===== src/dcg_pkg.sv =====
// Package of constants and types for the debug command gate.
package dcg_pkg;

   // Command byte codes.
   localparam logic [7:0] CMD_READ_REV   = 8'h00;
   localparam logic [7:0] CMD_RESERVED   = 8'h01;
   localparam logic [7:0] CMD_READ_STAT  = 8'h02;
   localparam logic [7:0] CMD_READ_RTC   = 8'h03;
   localparam logic [7:0] CMD_WRITE_CTL  = 8'h04;
   localparam logic [7:0] CMD_READ_CTL   = 8'h05;
   localparam logic [7:0] CMD_WRITE_PC   = 8'h06;
   localparam logic [7:0] CMD_READ_PC    = 8'h07;
   localparam logic [7:0] CMD_WRITE_REG  = 8'h08;
   localparam logic [7:0] CMD_READ_REG   = 8'h09;
   localparam logic [7:0] CMD_WRITE_PMEM = 8'h0a;
   localparam logic [7:0] CMD_READ_PMEM  = 8'h0b;
   localparam logic [7:0] CMD_WRITE_DMEM = 8'h0c;
   localparam logic [7:0] CMD_READ_DMEM  = 8'h0d;

   // Status register field positions and reset value.
   localparam int         STAT_DBG_BIT    = 7;
   localparam int         STAT_HALT_BIT   = 6;
   localparam int         STAT_NOPROT_BIT = 5;
   localparam logic [7:0] STAT_RESET      = 8'h00;

   // Control register: debug mode control bit position and reset.
   localparam int         CTL_DEBUG_MODE_CTL_BIT = 7;
   localparam logic [7:0] CTL_RESET       = 8'h00;

   // Runtime counter width, reset and ceiling.
   localparam int          RTC_W     = 16;
   localparam logic [15:0] RTC_RESET = 16'h0000;
   localparam logic [15:0] RTC_MAX   = 16'hffff;

   // Reply to a read revision command; value is arbitrary.
   localparam logic [15:0] REV_DEFAULT = 16'h0100;

   // A decoded command as it leaves the gate.
   typedef struct packed {
      logic [7:0]  code;
      logic [15:0] arg;
   } dcg_cmd_s;

endpackage : dcg_pkg


===== src/dcg_gate.sv =====
// Debug command decoder and gate with status register and runtime counter.
//
// Behaviour
// - Every operation arrives as a decoded command byte.
// - Outside debug mode only 00,02,04,05 execute.
// - Debug mode accepts 00 and 02 to 0d, except protection restrictions.
// - Command 02 returns status in any mode.
// - Command 04 writes control; protection keeps debug.
// - Command 05 returns control in any mode.
// - Command 03 returns counter, debug mode only.
// - PC write/read refused outside debug, protected.
// - Protected register write: flash regs, mass erase.
// - Register read, program memory refused when protected.
// - Data write blocked by protection; read allowed.
// - Read-only status register, zero at reset.
// - Bit7 debug mode, bit6 processor halted.
// - Bit5 low while protection in force.
// - Status bits four to zero read zero.
// - 16-bit counter runs outside debug, saturates.
`timescale 1ns/1ps
module dcg_gate
   import dcg_pkg::*;
#(
   parameter logic [15:0] REV_ID         = REV_DEFAULT,
   parameter logic [15:0] FLASH_REG_LO   = 16'h0ff8,
   parameter logic [15:0] FLASH_REG_HI   = 16'h0fff,
   parameter logic [15:0] FLASH_CMD_REG  = 16'h0ff8,
   parameter logic [7:0]  MASS_ERASE_VAL = 8'h63
)(
   // Clock and reset.
   input  wire logic         clk_sys_in,
   input  wire logic         rst_in,
   // Command from the debug serial pin deserialiser.
   input  wire logic         cmd_valid_in,
   input  wire logic [7:0]   cmd_code_in,
   input  wire logic [15:0]  cmd_addr_in,
   input  wire logic [7:0]   cmd_data_in,
   // System state.
   input  wire logic         read_protect_option_in,
   input  wire logic         cpu_halted_in,
   // Accepted command toward the core.
   output logic              exec_valid_out,
   output dcg_cmd_s          exec_cmd_out,
   output logic [7:0]        exec_data_out,
   output logic              refused_out,
   // Read reply toward the host.
   output logic              reply_valid_out,
   output logic [15:0]       reply_data_out,
   // Mode outputs.
   output logic              debug_mode_ctl_out,
   output logic [7:0]        debug_state_flags_out,
   output logic [RTC_W-1:0]  runtime_count_out
);

   ////////////////////////////////////////////////////////////////////////
   // State.
   logic [7:0]  ctl_ff, nxt_ctl;
   logic        exec_valid_ff, nxt_exec_valid;
   dcg_cmd_s    exec_cmd_ff, nxt_exec_cmd;
   logic [7:0]  exec_data_ff, nxt_exec_data;
   logic        refused_ff, nxt_refused;
   logic        reply_valid_ff, nxt_reply_valid;
   logic [15:0] reply_ff, nxt_reply;
   logic [2:0]  prot_sync_ff;
   logic        prot_ff, nxt_prot;
   logic [2:0]  halt_sync_ff;
   logic        halt_ff, nxt_halt;

   logic        dbg;
   logic        prot;
   logic [7:0]  stat;
   logic [RTC_W-1:0] rtc;
   logic        allow;
   logic        is_read;
   logic        flash_ok;

   assign dbg  = ctl_ff[CTL_DEBUG_MODE_CTL_BIT];
   assign prot = prot_ff;

   // Status view built from live state.
   always_comb
   begin
      stat                  = STAT_RESET;
      stat[STAT_DBG_BIT]    = dbg;
      stat[STAT_HALT_BIT]   = halt_ff;
      stat[STAT_NOPROT_BIT] = ~prot;
   end

   ////////////////////////////////////////////////////////////////////////
   // Runtime counter: runs outside debug mode, cleared on leaving it.
   dcg_rtc #(
      .W          (RTC_W)
   ) u_rtc (
      .clk_sys_in (clk_sys_in),
      .rst_in     (rst_in),
      .run_in     (~dbg),
      .clear_in   (dbg && !nxt_ctl[CTL_DEBUG_MODE_CTL_BIT]),
      .count_out  (rtc)
   );

   // Permission check for one command byte.
   always_comb
   begin
      flash_ok = (cmd_addr_in >= FLASH_REG_LO)
              && (cmd_addr_in <= FLASH_REG_HI)
              && ((cmd_addr_in != FLASH_CMD_REG)
                  || (cmd_data_in == MASS_ERASE_VAL));
      allow   = 1'b0;
      is_read = 1'b0;
      unique case (cmd_code_in)
         CMD_READ_REV, CMD_READ_STAT, CMD_READ_CTL:
         begin
            allow   = 1'b1;
            is_read = 1'b1;
         end
         CMD_WRITE_CTL:  allow = 1'b1;
         CMD_READ_RTC:
         begin
            allow   = dbg;
            is_read = 1'b1;
         end
         CMD_WRITE_PC, CMD_READ_PC:
            allow = dbg && !prot;
         CMD_WRITE_REG:  allow = dbg && (!prot || flash_ok);
         CMD_READ_REG, CMD_WRITE_PMEM, CMD_READ_PMEM:
            allow = dbg && !prot;
         CMD_WRITE_DMEM: allow = dbg && !prot;
         CMD_READ_DMEM:  allow = dbg;
         default:        allow = 1'b0;
      endcase
   end

   ////////////////////////////////////////////////////////////////////////
   // Next values for control, replies and forwarded commands.
   always_comb
   begin
      nxt_ctl         = ctl_ff;
      nxt_exec_valid  = 1'b0;
      nxt_exec_cmd    = exec_cmd_ff;
      nxt_exec_data   = exec_data_ff;
      nxt_refused     = 1'b0;
      nxt_reply_valid = 1'b0;
      nxt_reply       = reply_ff;
      if (cmd_valid_in)
      begin
         if (!allow)
         begin
            nxt_refused = (cmd_code_in <= CMD_READ_DMEM)
                       && (cmd_code_in != CMD_RESERVED);
         end
         else if (is_read)
         begin
            nxt_reply_valid = 1'b1;
            unique case (cmd_code_in)
               CMD_READ_REV:  nxt_reply = REV_ID;
               CMD_READ_STAT: nxt_reply = {8'h00, stat};
               CMD_READ_CTL:  nxt_reply = {8'h00, ctl_ff};
               default:       nxt_reply = rtc;
            endcase
         end
         else if (cmd_code_in == CMD_WRITE_CTL)
         begin
            nxt_ctl = cmd_data_in;
            if (prot && dbg)
            begin
               nxt_ctl[CTL_DEBUG_MODE_CTL_BIT] = 1'b1;
            end
         end
         else
         begin
            nxt_exec_valid    = 1'b1;
            nxt_exec_cmd.code = cmd_code_in;
            nxt_exec_cmd.arg  = cmd_addr_in;
            nxt_exec_data     = cmd_data_in;
         end
      end
   end

   // Three-stage synchronisers; change counts when stages 2 and 3 agree.
   always_comb
   begin
      nxt_prot = (prot_sync_ff[1] == prot_sync_ff[2])
               ? prot_sync_ff[2] : prot_ff;
      nxt_halt = (halt_sync_ff[1] == halt_sync_ff[2])
               ? halt_sync_ff[2] : halt_ff;
   end

   // Register stage.
   always_ff @(posedge clk_sys_in or posedge rst_in)
   begin
      if (rst_in)
      begin
         ctl_ff         <= CTL_RESET;
         exec_valid_ff  <= 1'b0;
         exec_cmd_ff    <= '0;
         exec_data_ff   <= 8'h00;
         refused_ff     <= 1'b0;
         reply_valid_ff <= 1'b0;
         reply_ff       <= 16'h0000;
         // Protection counts as in force until the pin is seen low.
         prot_sync_ff   <= 3'h7;
         prot_ff        <= 1'b1;
         halt_sync_ff   <= 3'h0;
         halt_ff        <= 1'b0;
      end
      else
      begin
         ctl_ff         <= nxt_ctl;
         exec_valid_ff  <= nxt_exec_valid;
         exec_cmd_ff    <= nxt_exec_cmd;
         exec_data_ff   <= nxt_exec_data;
         refused_ff     <= nxt_refused;
         reply_valid_ff <= nxt_reply_valid;
         reply_ff       <= nxt_reply;
         prot_sync_ff   <= {prot_sync_ff[1:0], read_protect_option_in};
         prot_ff        <= nxt_prot;
         halt_sync_ff   <= {halt_sync_ff[1:0], cpu_halted_in};
         halt_ff        <= nxt_halt;
      end
   end

   // Outputs.
   assign exec_valid_out        = exec_valid_ff;
   assign exec_cmd_out          = exec_cmd_ff;
   assign exec_data_out         = exec_data_ff;
   assign refused_out           = refused_ff;
   assign reply_valid_out       = reply_valid_ff;
   assign reply_data_out        = reply_ff;
   assign debug_mode_ctl_out    = dbg;
   assign debug_state_flags_out = stat;
   assign runtime_count_out     = rtc;

endmodule // dcg_gate


===== src/dcg_rtc.sv =====
// Saturating runtime counter of system clock cycles.
`timescale 1ns/1ps
module dcg_rtc
   import dcg_pkg::*;
#(
   parameter int W = RTC_W
)(
   // Clock and reset.
   input  wire logic         clk_sys_in,
   input  wire logic         rst_in,
   // Control.
   input  wire logic         run_in,
   input  wire logic         clear_in,
   // Count.
   output logic [W-1:0]      count_out
);

   logic [W-1:0] count_ff;
   logic [W-1:0] nxt_count;

   // Counts while running, restarts on clear, stops at all ones.
   always_comb
   begin
      nxt_count = count_ff;
      if (clear_in)
      begin
         nxt_count = '0;
      end
      else if (run_in && (count_ff != {W{1'b1}}))
      begin
         nxt_count = count_ff + 1'b1;
      end
   end

   // Register stage.
   always_ff @(posedge clk_sys_in or posedge rst_in)
   begin
      if (rst_in)
      begin
         count_ff <= '0;
      end
      else
      begin
         count_ff <= nxt_count;
      end
   end

   assign count_out = count_ff;

endmodule // dcg_rtc


===== config.mk =====
export PLATFORM = sky130hd
export DESIGN_NAME = dcg_gate
export DESIGN_NICKNAME = d
export VERILOG_FILES = /design/src/dcg_pkg.sv /design/src/dcg_gate.sv /design/src/dcg_rtc.sv
export SDC_FILE = /design/constraint.sdc
export NUM_CORES = 1
export LEC_CHECK = 0
export BUFFER_PORTS_ARGS = -buffer_cell sky130_fd_sc_hd__buf_4
export CELL_PAD_IN_SITES_DETAIL_PLACEMENT = 1
export CELL_PAD_IN_SITES_GLOBAL_PLACEMENT = 1
export CORE_MARGIN = 3
export CORE_UTILIZATION = 40
export CTS_BUF_LIST = sky130_fd_sc_hd__clkbuf_2
export CTS_CLUSTER_SIZE = 8
export DETAILED_ROUTE_END_ITERATION = 12
export PLACE_DENSITY_LB_ADDON = 0.1
export SLEW_MARGIN = 20
export SYNTH_ARGS = -nofsm -noshare
export SYNTH_HDL_FRONTEND = slang
export SYNTH_HIERARCHICAL = 1
export SYNTH_SLANG_ARGS = --single-unit

===== constraint.sdc =====
create_clock -name clk_sys_in -period 5.91 [get_ports clk_sys_in]
set_clock_uncertainty 0.2 [all_clocks]
set_input_delay 0.2955 -clock clk_sys_in [delete_from_list [all_inputs] [get_ports clk_sys_in]]
set_output_delay 0.2955 -clock clk_sys_in [all_outputs]
set_load 0.01 [all_outputs]

==> results.yml <==
run_status:
  status: "completed"
worst_setup_path:
  timing.critical_path.required_ns: 6.15
  cp.arrival_ns: 3.51
  endpoint_kind: "flop"
  worstSetupPathType: "in -> reg"
  critPathMaxFanout: 21
  worstSetupStartpointType: "primary input"
floorplanning:
  floorplan.initialDensity: 0.4185
  die-area_um2: 11080
  die_h_um: 105.2
  width_of_the_die_um: 105.2
  number_of_placed_i_o_pins: 113
  fp.coreArea_um2: 9415
  rows: 35
synthesis:
  mapped_cells: 344
  synth.cell_area_um2: 3940
  yosys_warnings: 6
  yosysTopAreaCellShare: 0.5017
  sequential_area_share_after_synthesis: 0.5284
  syn_area_per_cell_um2: 11.45
  netlist.top_cell.by_area: "sky130_fd_sc_hd__dfrtp_1"
  yosysUniqueCellTypes: 65
  async_reset_ff_frac: 1.000
  synth_most_common_cell: "sky130_fd_sc_hd__dfrtp_1"
  postSynth.topFlopCell: "sky130_fd_sc_hd__dfrtp_1"
  yosys_register_bits: 83
  synth.top_cells.by_count: "sky130_fd_sc_hd__dfrtp_1 (79), sky130_fd_sc_hd__mux2_2 (34), sky130_fd_sc_hd__a21oi_1 (18)"
  synthTopCellsByArea: "sky130_fd_sc_hd__dfrtp_1 (50%), sky130_fd_sc_hd__mux2_2 (9.7%), sky130_fd_sc_hd__a22o_1 (3.1%), sky130_fd_sc_hd__dfstp_2 (2.7%), sky130_fd_sc_hd__a21oi_1 (2.3%)"
  synth_edf_count: 0
cts:
  cts.root.buffer_cell: "sky130_fd_sc_hd__clkbuf_2"
  cts-buffers-inserted: 9
  cts_resized: 0
  cts_max_path_buffers: 2
  cts_setup_buffers: 0
  htree_num_levels: 3
  worstSkewPairLatency_ns: 0.55
  cts.clk_slew.worst_paths_ns: 0.24
  cts_tree: "done"
  cts.hold.buffers_added: 35
  cts_sinks: 83
timing:
  slew_viol_final: 0
  setup_viol_count_final: 0
  achievable-frequency_mhz: 306.1
  final.min_clock_period_ns: 3.267
  setup_total_negative_slack_ns: 0
  timing_hold_violations_final: 0
  finalCritPeriodShare: 0.5528
  rsz_0062_raised_after_global_routing: "false"
  slew_headroom: 0.3532
  tightestPinTransition_ns: 0.9644
  hold-worst-slack_ns: 0.1407
detailed_routing:
  dr_wl_cell_um: 18.37
  remaining_drc_errors: 0
  detailroute.wirelength.met3_um: 672
  route.met2.wl_mm: 5.750
  dr.pass1.iters: 4
  final_antenna_net_count: 0
  route.detailed.vias_per_inst: 5.445
  first_iter_violations: 163
  wl_final_mm: 11.32
  dr_total_vias: 3354
  highest_layer: "met4"
  detail_route.wirelength.met1_mm: 4.670
finish:
  instances_no_fill: 616
  area.growth.synth_to_final_pct: 33.66
  antennaDiodeCount: 0
  drive_above_1_share: 0.3696
  num-nets-final: 520
  final_core_utilization: 0.5593
global_route:
  antenna_violations_before_repair: 0
  grt.overflow.total: 0
  grt_start_max_net_pins: 68
  grt_pass1_wl_mm: 18.34
  groute.usage.overall: 0.2082
  grt_pass1_vias: 3541
placed_design:
  gp_congestion: 0.8135
  port-buffer-count: 107
  placed_cells: 565
  detailed_place_hpwl_mm: 7.712
job:
  max-cap-violations: 0
power:
  irDropWorstVdd_mv: 0.09936
  cellPowerDensity_nw_per_um2: 238.3
  leakagePower_uw: 0.002484
worst_hold_path:
  worst_hold_path_type: "in -> reg"
==> layout make-up <==
class | instances | area [um2]
multi-input cells | 232 | 1683
well taps | 129 | 161.4
clock inverters | 7 | 68.82
repair buffers | 144 | 1169
inverters | 12 | 57.56
clock buffers | 9 | 45.04
fillers | 1013 | 4149
flip-flops and latches | 83 | 2082
==> state kept, by name, summed over array words and instances (netlist names) <==
register / count
refused_out: 1
ctl_ff: 8
prot: 1
halt_ff: 1
halt_sync_ff: 3
reply_valid_out: 1
reply_data_out: 16
exec_cmd_out: 24
prot_sync_ff: 3
exec_data_out: 8
exec_valid_out: 1
u_rtc/count_out: 16
==> cell usage in the layout, fill, tap and decap left out, types with 5 or more instances in the layout <==
| cell | instances |
|---|---|
| sky130_fd_sc_hd__and2_1 | 6 |
| sky130_fd_sc_hd__nand4_1 | 7 |
| sky130_fd_sc_hd__nor3_1 | 7 |
| sky130_fd_sc_hd__or3_1 | 7 |
| sky130_fd_sc_hd__a22o_1 | 14 |
| sky130_fd_sc_hd__a22oi_1 | 5 |
| sky130_fd_sc_hd__nand2_1 | 14 |
| sky130_fd_sc_hd__nand2b_1 | 5 |
| sky130_fd_sc_hd__a21oi_1 | 18 |
| sky130_fd_sc_hd__o21ai_0 | 12 |
| sky130_fd_sc_hd__nor2b_1 | 7 |
| sky130_fd_sc_hd__inv_1 | 9 |
| sky130_fd_sc_hd__mux2_2 | 34 |
| sky130_fd_sc_hd__dfrtp_1 | 79 |
| sky130_fd_sc_hd__or4_1 | 7 |
| sky130_fd_sc_hd__o31ai_1 | 5 |
| sky130_fd_sc_hd__clkbuf_2 | 9 |
| sky130_fd_sc_hd__conb_1 | 5 |
| sky130_fd_sc_hd__nor2_1 | 11 |
| sky130_fd_sc_hd__buf_4 | 109 |
| sky130_fd_sc_hd__nand3_1 | 13 |
| sky130_fd_sc_hd__dlygate4sd3_1 | 35 |
==> per-layer routing <==
metal,vias to the layer above,global-route usage
li1,1563,-
met1,1683,0.2519
met2,92,0.3547
met3,16,0.05634
met4,0,0.07685
met5,-,0
==> critical path: stages <==
cell                            delay [ns]
sky130_fd_sc_hd__dlygate4sd3_1        0.54
sky130_fd_sc_hd__buf_4                0.14
sky130_fd_sc_hd__or4b_2               0.65
sky130_fd_sc_hd__o21ai_0              0.24
sky130_fd_sc_hd__nand4_1              0.21
sky130_fd_sc_hd__a21o_1               0.38
sky130_fd_sc_hd__inv_1                0.63
sky130_fd_sc_hd__mux2_2               0.41
==> through the flow <==
| step | cell area, um2 | power (uW) | worst slack [ns] |
|---|---|---|---|
| 2_1_floorplan | 3955 | 813.3 | 3.341 |
| 3_3_place_gp | 4802 | 931.9 | 2.586 |
| 3_5_place_dp | 4802 | 941.4 | 2.552 |
| 4_1_cts | 5266 | 1266 | 2.631 |
| 5_1_grt | 5266 | 1329 | 2.507 |
| 6_report | 5266 | 1255 | 2.643 |
==> final timing paths <==
path	from	end	slack [ns]	depth (start not counted)
max	cmd_data_in[2]	exec_cmd_out[15]$_DFFE_PP0P_	2.64	8
min	cmd_code_in[5]	reply_data_out[9]$_DFFE_PP0P_	0.14	5
max reg2reg	ctl_ff[7]$_DFF_PP0_	exec_cmd_out[15]$_DFFE_PP0P_	3.16	5
min reg2reg	prot_sync_ff[0]$_DFF_PP1_	prot_sync_ff[1]$_DFF_PP1_	0.18	0
max in group asynchronous	rst_in	exec_cmd_out[14]$_DFFE_PP0P_	4.61	4
min in group asynchronous	rst_in	u_rtc/count_out[8]$_DFFE_PP0P_	0.16	3
==> where the power goes <==
group	total, uW	switching (uW)	internal (uW)
Sequential	674	69.9	604
Combinational	278	141	137
Clock	302	206	96.2
==> cells by family (layout without fill, tap and decap cells) <==
kind of cell	Yosys count	after routing	synth area share
simple gates	106	106	0.1620
flops	83	83	0.5284
compound gates	81	81	0.1464
mux	35	35	0.09972
buf+inv	33	172	0.04986
fa+ha+maj	3	3	0.008256
xor+xnor	2	2	0.004447
other cells	1	5	0.0009518
Power figures use the tool's default switching activity.
